<file path="src/rtl/bcg_cfg.svh">
// Purpose: Constants for the back-channel GPIO and frame pulse block
// Assumes: 200 MHz reference clock, byte-wide register port
// Notes:   Behaviour list follows
// Behaviour
// - Four general pins, each with its own function control.
// - Each pin can be an input whose level goes onto the back channel.
// - Every slot of every receive port can carry any of the four pins.
// - One pin may feed many slots on both ports at once.
// - Any slot may carry the frame pulse instead of a pin.
// - Slot sources live per port in registers 0x6E and 0x6F.
// - Register 0x0E reads each pin level, input or output alike.
// - Input enable 0x0F and pulldown 0xBE, both enabled after reset.
// - Source 0x8 to 0xB with generator off selects external pin pulse.
// - Generator enable bit set to 1 turns on internal generation.
// - Generator repeats high and low phases until disabled.
// - One tick is one back-channel frame, 12 us at 2.5 Mbps.
// - Source field 0x18[7:4] picks tick source; 0x0 is port 0.
// - Bit 0x18[1] low: separate high/low counts; high: 50/50 duty.
// - Bit 0x18[2] sets starting level when generation begins.
// - High count is 16 bits: upper byte 0x19, lower byte 0x1A.
// - Low count is 16 bits: upper byte 0x1B, lower byte 0x1C.
// - Field 0x58[2:0] picks back-channel rate; 0x0 is 2.5 Mbps.
`ifndef BCG_CFG_SVH
`define BCG_CFG_SVH
`define BCG_ADDR_PIN_STS   8'h0E
`define BCG_ADDR_PIN_IE    8'h0F
`define BCG_ADDR_GEN_CTL   8'h18
`define BCG_ADDR_HIGH_U    8'h19
`define BCG_ADDR_HIGH_L    8'h1A
`define BCG_ADDR_LOW_U     8'h1B
`define BCG_ADDR_LOW_L     8'h1C
`define BCG_ADDR_PORT_SEL  8'h4C
`define BCG_ADDR_RATE      8'h58
`define BCG_ADDR_SLOT_A    8'h6E
`define BCG_ADDR_SLOT_B    8'h6F
`define BCG_ADDR_PULLDOWN  8'hBE
`define BCG_RST_PIN_IE     4'hF
`define BCG_RST_PULLDOWN   4'hF
`define BCG_RST_PORT_SEL   8'h01
`define BCG_BIT_GEN_ON     0
`define BCG_BIT_DUTY       1
`define BCG_BIT_START_LVL  2
`define BCG_BIT_RD_PORT    4
`define BCG_BIT_TICK_PORT  0
`define BCG_FLD_SRC        7:4
`define BCG_FLD_EXT_PIN    1:0
`define BCG_FLD_RATE       2:0
`define BCG_FLD_SLOT_LO    3:0
`define BCG_FLD_SLOT_HI    7:4
`define BCG_SEL_PIN_END    4'h4
`define BCG_SRC_EXT_MIN    4'h8
`define BCG_SRC_EXT_MAX    4'hB
`define BCG_SEL_FRAME      4'hA
`define BCG_RATE_2P5       3'h0
`define BCG_CLK_PERIOD_NS  5
`define BCG_TICK_BITS      30
`define BCG_BIT_NS         400
`define BCG_TICK_NS        (`BCG_TICK_BITS * `BCG_BIT_NS)
`define BCG_TICK_CYC       (`BCG_TICK_NS / `BCG_CLK_PERIOD_NS)
`endif

</file>
<file path="src/rtl/bcg_pkg.sv">
// Purpose: Shared types for the back-channel GPIO block
// Assumes: Nothing beyond the config header
// Notes:   Types only
package bcg_pkg;
  typedef logic [3:0]  bcg_sel_t;
  typedef logic [15:0] bcg_count_t;
  typedef logic [11:0] bcg_tick_t;
endpackage

</file>
<file path="src/rtl/bcg_top.sv">
// Purpose: Pin to back-channel slot routing and frame pulse generator
// Assumes: Pads settle outside this clock; other logic drives pin outputs
// Notes:   Register reads answer one cycle after the read strobe
`include "bcg_cfg.svh"
module bcg_top #(
  parameter int PINS         = 4,
  parameter int PORTS        = 2,
  parameter int SLOTS        = 4,
  parameter int ALT_TICK_CYC = 1200
) (
  input  wire logic               ref_clk_in,
  input  wire logic               rst_n_in,
  input  wire logic [PINS-1:0]    pin_pad_in,
  input  wire logic [PINS-1:0]    pin_out_en_in,
  input  wire logic [PINS-1:0]    pin_out_val_in,
  output logic      [PINS-1:0]    pin_oe_out,
  output logic      [PINS-1:0]    pin_drv_out,
  output logic      [PINS-1:0]    pin_input_en_out,
  output logic      [PINS-1:0]    pin_pulldown_en_out,
  input  wire logic [7:0]         reg_addr_in,
  input  wire logic               reg_wr_in,
  input  wire logic               reg_rd_in,
  input  wire logic [7:0]         reg_wdata_in,
  output logic      [7:0]         reg_rdata_out,
  output logic [PORTS*SLOTS-1:0]  slot_out,
  output logic                    frame_pulse_out
);
  localparam int TICK_CYC = `BCG_TICK_CYC;

  logic [PINS-1:0]  pad_meta;
  logic [PINS-1:0]  pad_sync;
  logic [PINS-1:0]  pin_ie;
  logic [PINS-1:0]  pin_pd;
  logic [7:0]       gen_ctl;
  logic [7:0]       high_u;
  logic [7:0]       high_l;
  logic [7:0]       low_u;
  logic [7:0]       low_l;
  logic [7:0]       port_sel;
  bcg_pkg::bcg_sel_t slot_sel [PORTS][SLOTS];
  logic [2:0]       rate [PORTS];
  bcg_pkg::bcg_tick_t tick_cnt;
  bcg_pkg::bcg_count_t gen_cnt;
  logic             gen_on_q;
  logic             gen_level;
  logic             frame_q;

  // Pads drive only when function logic asks
  assign pin_oe_out          = pin_out_en_in;
  assign pin_drv_out         = pin_out_val_in;
  assign pin_input_en_out    = pin_ie;
  assign pin_pulldown_en_out = pin_pd;

  // Pads are asynchronous to the clock
  always_ff @(posedge ref_clk_in or negedge rst_n_in) begin
    if (!rst_n_in) begin
      pad_meta <= '0;
      pad_sync <= '0;
    end else begin
      pad_meta <= pin_pad_in;
      pad_sync <= pad_meta;
    end
  end

  // Disabled input path reads as low level toward the slots
  wire [PINS-1:0] pin_lvl = pad_sync & pin_ie;

  wire wr_ie    = reg_wr_in && (reg_addr_in == `BCG_ADDR_PIN_IE);
  wire wr_pd    = reg_wr_in && (reg_addr_in == `BCG_ADDR_PULLDOWN);
  wire wr_ctl   = reg_wr_in && (reg_addr_in == `BCG_ADDR_GEN_CTL);
  wire wr_hu    = reg_wr_in && (reg_addr_in == `BCG_ADDR_HIGH_U);
  wire wr_hl    = reg_wr_in && (reg_addr_in == `BCG_ADDR_HIGH_L);
  wire wr_lu    = reg_wr_in && (reg_addr_in == `BCG_ADDR_LOW_U);
  wire wr_ll    = reg_wr_in && (reg_addr_in == `BCG_ADDR_LOW_L);
  wire wr_psel  = reg_wr_in && (reg_addr_in == `BCG_ADDR_PORT_SEL);
  wire wr_rate  = reg_wr_in && (reg_addr_in == `BCG_ADDR_RATE);
  wire wr_sel_a = reg_wr_in && (reg_addr_in == `BCG_ADDR_SLOT_A);
  wire wr_sel_b = reg_wr_in && (reg_addr_in == `BCG_ADDR_SLOT_B);

  always_ff @(posedge ref_clk_in or negedge rst_n_in) begin
    if (!rst_n_in) begin
      pin_ie   <= `BCG_RST_PIN_IE;
      pin_pd   <= `BCG_RST_PULLDOWN;
      gen_ctl  <= 8'h00;
      high_u   <= 8'h00;
      high_l   <= 8'h00;
      low_u    <= 8'h00;
      low_l    <= 8'h00;
      port_sel <= `BCG_RST_PORT_SEL;
    end else begin
      if (wr_ie)   pin_ie   <= reg_wdata_in[PINS-1:0];
      if (wr_pd)   pin_pd   <= reg_wdata_in[PINS-1:0];
      if (wr_ctl)  gen_ctl  <= reg_wdata_in;
      if (wr_hu)   high_u   <= reg_wdata_in;
      if (wr_hl)   high_l   <= reg_wdata_in;
      if (wr_lu)   low_u    <= reg_wdata_in;
      if (wr_ll)   low_l    <= reg_wdata_in;
      if (wr_psel) port_sel <= reg_wdata_in;
    end
  end

  // Banked per-port registers; a write may hit both banks at once
  for (genvar p = 0; p < PORTS; p++) begin : g_bank
    wire bank_wr = port_sel[p];
    always_ff @(posedge ref_clk_in or negedge rst_n_in) begin
      if (!rst_n_in) begin
        rate[p] <= `BCG_RATE_2P5;
        for (int s = 0; s < SLOTS; s++) begin
          slot_sel[p][s] <= 4'h0;
        end
      end else begin
        if (wr_rate && bank_wr) begin
          rate[p] <= reg_wdata_in[`BCG_FLD_RATE];
        end
        if (wr_sel_a && bank_wr) begin
          slot_sel[p][0] <= reg_wdata_in[`BCG_FLD_SLOT_LO];
          slot_sel[p][1] <= reg_wdata_in[`BCG_FLD_SLOT_HI];
        end
        if (wr_sel_b && bank_wr) begin
          slot_sel[p][2] <= reg_wdata_in[`BCG_FLD_SLOT_LO];
          slot_sel[p][3] <= reg_wdata_in[`BCG_FLD_SLOT_HI];
        end
      end
    end
  end

  // Read bank chosen by one select bit
  wire rd_port = port_sel[`BCG_BIT_RD_PORT];
  wire [7:0] rd_sel_a = {slot_sel[rd_port][1], slot_sel[rd_port][0]};
  wire [7:0] rd_sel_b = {slot_sel[rd_port][3], slot_sel[rd_port][2]};
  wire [7:0] rd_mux =
    (reg_addr_in == `BCG_ADDR_PIN_STS)  ? {4'h0, pad_sync} :
    (reg_addr_in == `BCG_ADDR_PIN_IE)   ? {4'h0, pin_ie} :
    (reg_addr_in == `BCG_ADDR_PULLDOWN) ? {4'h0, pin_pd} :
    (reg_addr_in == `BCG_ADDR_GEN_CTL)  ? gen_ctl :
    (reg_addr_in == `BCG_ADDR_HIGH_U)   ? high_u :
    (reg_addr_in == `BCG_ADDR_HIGH_L)   ? high_l :
    (reg_addr_in == `BCG_ADDR_LOW_U)    ? low_u :
    (reg_addr_in == `BCG_ADDR_LOW_L)    ? low_l :
    (reg_addr_in == `BCG_ADDR_PORT_SEL) ? port_sel :
    (reg_addr_in == `BCG_ADDR_RATE)     ? {5'h00, rate[rd_port]} :
    (reg_addr_in == `BCG_ADDR_SLOT_A)   ? rd_sel_a :
    (reg_addr_in == `BCG_ADDR_SLOT_B)   ? rd_sel_b : 8'h00;

  always_ff @(posedge ref_clk_in or negedge rst_n_in) begin
    if (!rst_n_in) reg_rdata_out <= 8'h00;
    else if (reg_rd_in) reg_rdata_out <= rd_mux;
  end

  // Tick source: frame period of the port named by the source field
  wire [3:0] src      = gen_ctl[`BCG_FLD_SRC];
  wire       tick_prt = src[`BCG_BIT_TICK_PORT];
  wire       gen_on   = gen_ctl[`BCG_BIT_GEN_ON];
  // Only the 2.5 Mbps period is known; others use a parameter
  wire bcg_pkg::bcg_tick_t tick_len = (rate[tick_prt] == `BCG_RATE_2P5) ?
    bcg_pkg::bcg_tick_t'(TICK_CYC) : bcg_pkg::bcg_tick_t'(ALT_TICK_CYC);
  wire tick = (tick_cnt >= tick_len - 12'h001);

  always_ff @(posedge ref_clk_in or negedge rst_n_in) begin
    if (!rst_n_in) tick_cnt <= 12'h000;
    else if (tick) tick_cnt <= 12'h000;
    else tick_cnt <= tick_cnt + 12'h001;
  end

  // 50/50 uses the high count for both phases
  wire bcg_pkg::bcg_count_t high_cnt = {high_u, high_l};
  wire bcg_pkg::bcg_count_t low_cnt  = {low_u, low_l};
  wire duty_even = gen_ctl[`BCG_BIT_DUTY];
  wire bcg_pkg::bcg_count_t phase_len =
    (gen_level || duty_even) ? high_cnt : low_cnt;
  wire bcg_pkg::bcg_count_t cnt_inc = gen_cnt + 16'h0001;
  wire gen_start = gen_on && !gen_on_q;
  wire phase_end = tick && (cnt_inc >= phase_len);

  always_ff @(posedge ref_clk_in or negedge rst_n_in) begin
    if (!rst_n_in) begin
      gen_on_q  <= 1'b0;
      gen_level <= 1'b0;
      gen_cnt   <= 16'h0000;
    end else begin
      gen_on_q <= gen_on;
      if (!gen_on) begin
        gen_level <= 1'b0;
        gen_cnt   <= 16'h0000;
      end else if (gen_start) begin
        gen_level <= gen_ctl[`BCG_BIT_START_LVL];
        gen_cnt   <= 16'h0000;
      end else if (phase_end) begin
        gen_level <= !gen_level;
        gen_cnt   <= 16'h0000;
      end else if (tick) begin
        gen_cnt <= cnt_inc;
      end
    end
  end

  wire ext_mode = !gen_on && (src >= `BCG_SRC_EXT_MIN) &&
                  (src <= `BCG_SRC_EXT_MAX);
  wire next_frame = gen_on ? gen_level :
                    ext_mode ? pin_lvl[src[`BCG_FLD_EXT_PIN]] : 1'b0;

  always_ff @(posedge ref_clk_in or negedge rst_n_in) begin
    if (!rst_n_in) frame_q <= 1'b0;
    else frame_q <= next_frame;
  end
  assign frame_pulse_out = frame_q;

  // Each slot is an independent mux, so one pin can fan out freely
  for (genvar p = 0; p < PORTS; p++) begin : g_port
    for (genvar s = 0; s < SLOTS; s++) begin : g_slot
      wire bcg_pkg::bcg_sel_t sel = slot_sel[p][s];
      wire next_slot = (sel < `BCG_SEL_PIN_END) ?
                       pin_lvl[sel[1:0]] :
                       (sel == `BCG_SEL_FRAME) ? next_frame : 1'b0;
      always_ff @(posedge ref_clk_in or negedge rst_n_in) begin
        if (!rst_n_in) slot_out[p*SLOTS+s] <= 1'b0;
        else slot_out[p*SLOTS+s] <= next_slot;
      end
    end
  end
endmodule

</file>
<file path="config.mk">
export PLATFORM = sky130hd
export DESIGN_NAME = bcg_top
export DESIGN_NICKNAME = d
export VERILOG_FILES = /design/src/rtl/bcg_pkg.sv /design/src/rtl/bcg_top.sv
export VERILOG_INCLUDE_DIRS = /design/src /design/src/rtl
export SDC_FILE = /design/constraint.sdc
export NUM_CORES = 1
export LEC_CHECK = 0
export ABC_AREA = 1
export BUFFER_PORTS_ARGS = -buffer_cell sky130_fd_sc_hd__buf_4
export CORE_ASPECT_RATIO = 0.9
export CORE_UTILIZATION = 55
export CTS_BUF_LIST = sky130_fd_sc_hd__clkbuf_8
export DETAILED_ROUTE_END_ITERATION = 10
export MAX_ROUTING_LAYER = met4
export PLACE_DENSITY = 0.74
export SLEW_MARGIN = 30
export SYNTH_ARGS = -nofsm -noshare
export SYNTH_HDL_FRONTEND = slang
export SYNTH_SLANG_ARGS = --single-unit
</file>
<file path="constraint.sdc">
create_clock -name ref_clk_in -period 2.9 [get_ports ref_clk_in]
set_input_delay 0.725 -clock ref_clk_in [delete_from_list [all_inputs] [get_ports ref_clk_in]]
set_output_delay 0.725 -clock ref_clk_in [all_outputs]
set_load 0.02 [all_outputs]
</file>
# After elaboration in Yosys (flattened, before gate mapping)
# Cells that the tools add are included.
[word_totals] reg_bits=149 latchBits=0 mem_bits_rw=0 rom_bits=0 input_bits=32 out_inout_bits=33 word_cells=178 n_memories=0
[op_classes] addsub=3 n_mul=0 n_div=0 magnitude_cmp=23 eq_ne=22 n_shift=0 mux=67 n_bitwise=3 reduce_logical=26
[ops] op="$mux 16" n=8
[ops] op="$mux 8" n=12
[ops] op="$eq 8x5->1 const B" n=5
[ops] op="$eq 4x4->1 const B" n=8
[ops] op="$eq 8x7->1 const B" n=4
[ops] op="$lt 4x3->1 const B" n=8
[ops] op="$mux 1" n=30
[ops] op="$lt 2x3->1 const B" n=9
[ops] op="$mux 12" n=2
[ops] op="$logic_and 1x1->1" n=21
[ops] op="$bmux 1 s2" n=9
[ops] op="$mux 3" n=6
[ops] op="$add 16x1->16 const B" n=1
[ops] op="$eq 8x4->1 const B" n=2
[ops] op="$ge 16x16->1" n=1
[ops] op="$add 12x1->12 const B" n=1
[ops] op="$ge 12x12->1" n=1
[ops] op="$sub 12x1->12 const B" n=1
[ops] op="$eq 8x8->1 const B" n=1
[ops] op="$and 4x4->4" n=1
[ops] op="$ge 2x2->1 const B" n=2
[ops] op="$ge 4x4->1 const B" n=1
[ops] op="$le 4x4->1 const B" n=1
[ops] op="$ne 4x1->1 const B" n=1
[ops] op="5 further kinds" n=8

# Longest topological paths before layout
[depth] depth_word=16 depth_mapped=19 depth_no_buf=19

# Worst setup path before layout
# OpenSTA, ideal clock, no wires.
[synth_path] path_type="reg2reg" startpoint="register gen_cnt[0]" endpoint="register gen_cnt[10]" setup_ns=0.124 arrival_ns=2.504 required_ns=2.776 path_slack_ns=0.273 stages_incl_launch_ff=20 path_buffers=1 synth_period_minus_slack_ns=2.627 path_cell_list="dfrtp_1 > ha_1 > nand2_1 > inv_2 > nand4_2 > nor3_2 > nand3_1 > xor2_1 > inv_1 > ha_1 > nand2_1 > inv_1 > nand3_1 > nor3_1 > nand3_1 > nand3_1 > nand2_1 > nand3_1 > buf_2 > a21oi_1"
[synth_via] elab_chain_cells=6 elab_cells_between_ends=8 cone_classes="add/sub: 1; order compare: 1; eq/ne: 1; mux: 4; reduce/logical: 1"
[synth_lines] item="start, declared" line="bcg_top.sv:43" source="bcg_pkg::bcg_count_t gen_cnt;"
[synth_lines] item="start signal, assigned" line="bcg_top.sv:192" source="gen_cnt <= cnt_inc;"
[synth_lines] item="$add 16x1->16 *" line="bcg_top.sv:171" source="wire bcg_pkg::bcg_count_t cnt_inc = gen_cnt + 16'h0001;"
[synth_lines] item="$ge 16x16->1" line="bcg_top.sv:173" source="wire phase_end = tick && (cnt_inc >= phase_len);"
[synth_lines] item="$logic_and 1x1->1" line="bcg_top.sv:173"
[synth_lines] item="$mux 16" line="bcg_top.sv:188" source="end else if (phase_end) begin"
[synth_lines] item="$mux 16" line="bcg_top.sv:185" source="end else if (gen_start) begin"
[synth_lines] item="$mux 16" line="bcg_top.sv:182" source="if (!gen_on) begin"
# Mark *: on every way between the ends. The rest lies on a longest branch, timed or not. The select of a mux whose other input is x is not followed.
# A chain may end at the register's enable or synchronous reset.

# Worst setup path in the final report
[layout_path] startpoint="register gen_cnt[0]" endpoint="register gen_cnt[5]"
# The elaborated chain is that of the path after synthesis.

==> run_results.csv <==
group,metric,value,unit
outcome,outcome,"complete, no violations",
synth,synth-edff-count,0,
synth,ys_warn_count,0,
synth,synthSimpleGateAreaFrac,25.7,%
sta,hold_viol,0,
route,vias,6894,
setup_path,r2r_start,"gen_cnt[0]$_DFFE_PN0P_",
placed_design,io_buffers,48,
cts,tritoncts,"built",
global_route,grtUsageTotal,30.2,%
layout,area_delta_synth_final,14.8,%
setup_path,path_max_fanout,7,
route,vias_per_cell,5.50,
synth,synth.yosys.seq_area_share,46.5,%
cts,clk_path_buf_depth,2,
route,drt_iter0_drc,555,
sta,clock.fmax,354,MHz
setup_path,endpoint_kind,"register",
setup_path,required,3.31,ns
synth,syn_area,0.00804,sq mm
setup_path,timing_worst_setup_path_type,"reg -> reg",
synth,synth_nets,1058,
cts,cts_hold_buf,0,
die,die_w,129,um
die,core,0.0142,sq mm
sta,finClkSkew,0.0142,ns
synth,synth-xor-area-share,1.53,%
sta,rsz0062_at_grt,"true",
synth,synthMuxAreaShare,1.63,%
power,powerDensity,498,mW/mm^2
setup_path,critPathLaunchType,"register",
setup_path,worstPathCellList,"ha_2, nand2_2, inv_2, nand4_4, nor3_4, buf_4, nand4_1, xnor2_2, ha_1, nand2_1, nor2_1, a21oi_2, nand3_1, nand2_2, nand3_4, buf_8, a21oi_2",
sta,setup_viol,0,
cts,cts_sinks,149,
synth,yosysTopAreaCell,"dfrtp_1",
route,drt_pass1_iterations,7,
global_route,antenna_found_initial,0,
sta,post-route-period-util,97.5,%
layout,layout.cells.non_filler,1254,
global_route,grt_pass1_wl,33100,um
layout,diodes,0,
synth,syn_inst,1001,
layout,drive_above_1_share,15.8,%
setup_path,slowest_stage,"dfrtp_1",
layout,fillers,1203,
synth,yosysUniqueCellTypes,49,
sta,min_period,2.83,ns
sta,timing.hold.ws,0.205,ns
synth,synth_common_cells,"nand2_1 (276), dfrtp_1 (140), o21ai_0 (99)",
die,io-pin-count,65,
synth,ys_ff_latch,149,
die,initial_core_util,56.8,%
setup_path,worstPathArrival,3.24,ns
power,leakagePower,4.48,nW
cts,cts_buffers,17,
sta,final_max_slew_viol_count,0,
global_route,grt_max_degree,63,
sta,maxSlewHeadroom,58.9,%
layout,regArea,0.00374,sq mm
worst_hold_path,holdCritPathClass,"in -> async",
setup_path,r2r_cells,17,
synth,synth_area_leaders,"dfrtp_1 (44%), nand2_1 (13%), o21ai_0 (6.2%)",
die,dieArea,0.0151,sq mm
die,rows,41,
layout,nNetsFinal,1106,
global_route,overflow,0,
route,wire_per_inst,16.3,um
route,routed_wl,20400,um
global_route,grt_pass1_vias,6455,
placed_design,globalplace.congestion,0.945,
placed_design,dp.final_hpwl,14100,um
synth,synth_top_family_by_area,"simple AND/OR/NAND/NOR gates",
cts,clock_latency,0.48,ns
layout,multi_input_area,0.00384,sq mm
sta,worst_pin_slew,0.617,ns
synth,synth_most_common_cell,"nand2_1",
synth,async_reset_ff_share,100,%
setup_path,max_stage_delay,0.39,ns
synth,synth_area_per_cell,8.03,sq um
synth,synth_top_area_share,43.6,%
synth,synthAdderAreaFrac,3.89,%
synth,ys.flop_type,"dfrtp_1",
route,drtAntennaViolNets,0,
setup_path,timing.rr.end,"gen_cnt[5]$_DFFE_PN0P_",
power,peakVddDrop,0.354,mV
die,die_y,117,um
cts,root_buffer,"clkbuf_8",
route,drc_errors,0,
setup_path,r2r_setup_slack,0.07,ns
placed_design,placed_cells,1217,
run,maxCapViolCount,0,
cts,path_clk_slew,0.09,ns
cts,cts-htree-levels,4,
synth,synth-compound-area-share,13.6,%
==> stage by stage <==
step	power, mW	utilization (%)	area, sq um	TNS, ns	setup WS (ns)
2_1_floorplan	2.43	-	8040	0	0.273
5_1_grt	4.75	65.2	9230	-1.76	-0.120
4_1_cts	4.60	64.1	9070	0	0.00214
6_report	4.60	65.2	9230	0	0.0722
3_5_place_dp	2.59	60.5	8560	0	0.00513
3_3_place_gp	2.58	60.5	8560	0	0.117
==> repair_timing <==
item	4_1_cts	5_1_grt
setup endpoints to repair	13	17
resized for setup	1	34
buffers inserted	1	5
pin swaps	0	7
==> metal layers <==
layer	wire, um	global-route usage [%]	up-vias
li1	-	-	3404
met1	9530	42.4	3218
met2	9070	43.1	235
met3	1460	6.60	37
met4	372	11.1	0
met5	0	-	-
==> worst max-delay path by stage <==
stage	from	to	slack (ns)
final	gen_cnt[0]$_DFFE_PN0P_	gen_cnt[5]$_DFFE_PN0P_	0.07
after global routing	gen_cnt[0]$_DFFE_PN0P_	gen_cnt[5]$_DFFE_PN0P_	-0.12
after CTS	gen_ctl[4]$_DFFE_PN0P_	gen_cnt[5]$_DFFE_PN0P_	0.002
after detailed placement	gen_cnt[0]$_DFFE_PN0P_	gen_cnt[4]$_DFFE_PN0P_	0.005
after global placement	gen_cnt[0]$_DFFE_PN0P_	gen_cnt[4]$_DFFE_PN0P_	0.12
after floorplan	gen_cnt[0]$_DFFE_PN0P_	gen_cnt[10]$_DFFE_PN0P_	0.27
==> flip-flops by register name, summed over array words and instances, names as in the netlist, 6 cells and up <==
signal             flops
g_port.g_slot.sel     32
slot_out               8
low_l                  8
low_u                  8
port_sel               8
gen_ctl                8
high_l                 8
reg_rdata_out          8
tick_cnt              12
high_u                 8
gen_cnt               16
rate                   6
==> cells in the final DEF, fill, tap and decap left out, drive strengths merged, types with 3 or more instances in the layout <==
| cell type | netlist | routed |
|---|---|---|
| nand2 | 288 | 288 |
| dfrtp | 140 | 140 |
| o21ai | 131 | 131 |
| inv | 94 | 97 |
| nor2 | 77 | 77 |
| buf | 25 | 65 |
| a21oi | 60 | 60 |
| nand3 | 38 | 38 |
| ha | 25 | 25 |
| nand4 | 22 | 22 |
| nor3 | 21 | 21 |
| clkbuf | 11 | 18 |
| mux2i | 12 | 12 |
| xor2 | 10 | 10 |
| dfstp | 9 | 9 |
| bufinv | 0 | 7 |
| nor3b | 5 | 5 |
| clkinv | 3 | 5 |
| o22ai | 4 | 4 |
| xnor2 | 4 | 4 |
| o21a | 3 | 3 |
==> worst max-delay path, delay by kind of cell, from the launching register on <==
family                     cells  cell delay [ns]
xor gates and xnor gates       1             0.18
adders and majority gates      2             0.50
and+or+nand+nor                9             1.06
AOI/OAI and AO/OA              2             0.23
DFF                            1             0.39
buffers and inverters          3             0.40
==> where the power goes <==
group	internal [mW]	switching [mW]	total [mW]
sequential	2.14	0.0471	2.19
clock	1.22	0.816	2.03
combinational	0.126	0.250	0.376
total	3.48	1.11	4.60
==> cells by family (layout without fill, tap and decap cells) <==
group,Yosys count,count (layout)
and+or+nand+nor,459,459
muxes,13,13
xor gates and xnor gates,14,14
adders and majority gates,25,25
DFF,149,149
buffers and inverters,133,193
AOI/OAI and AO/OA,208,208
==> area by class of cell <==
| type | instances | area share [%] |
|---|---|---|
| Tap cell | 193 | 2.62 |
| Clock inverter | 13 | 2.74 |
| Timing Repair Buffer | 65 | 5.90 |
| Inverter | 97 | 3.94 |
| Sequential cell | 149 | 40.5 |
| Multi-Input combinational cell | 719 | 41.6 |
| Clock buffer | 18 | 2.68 |
Power figures use the tool's default switching activity.
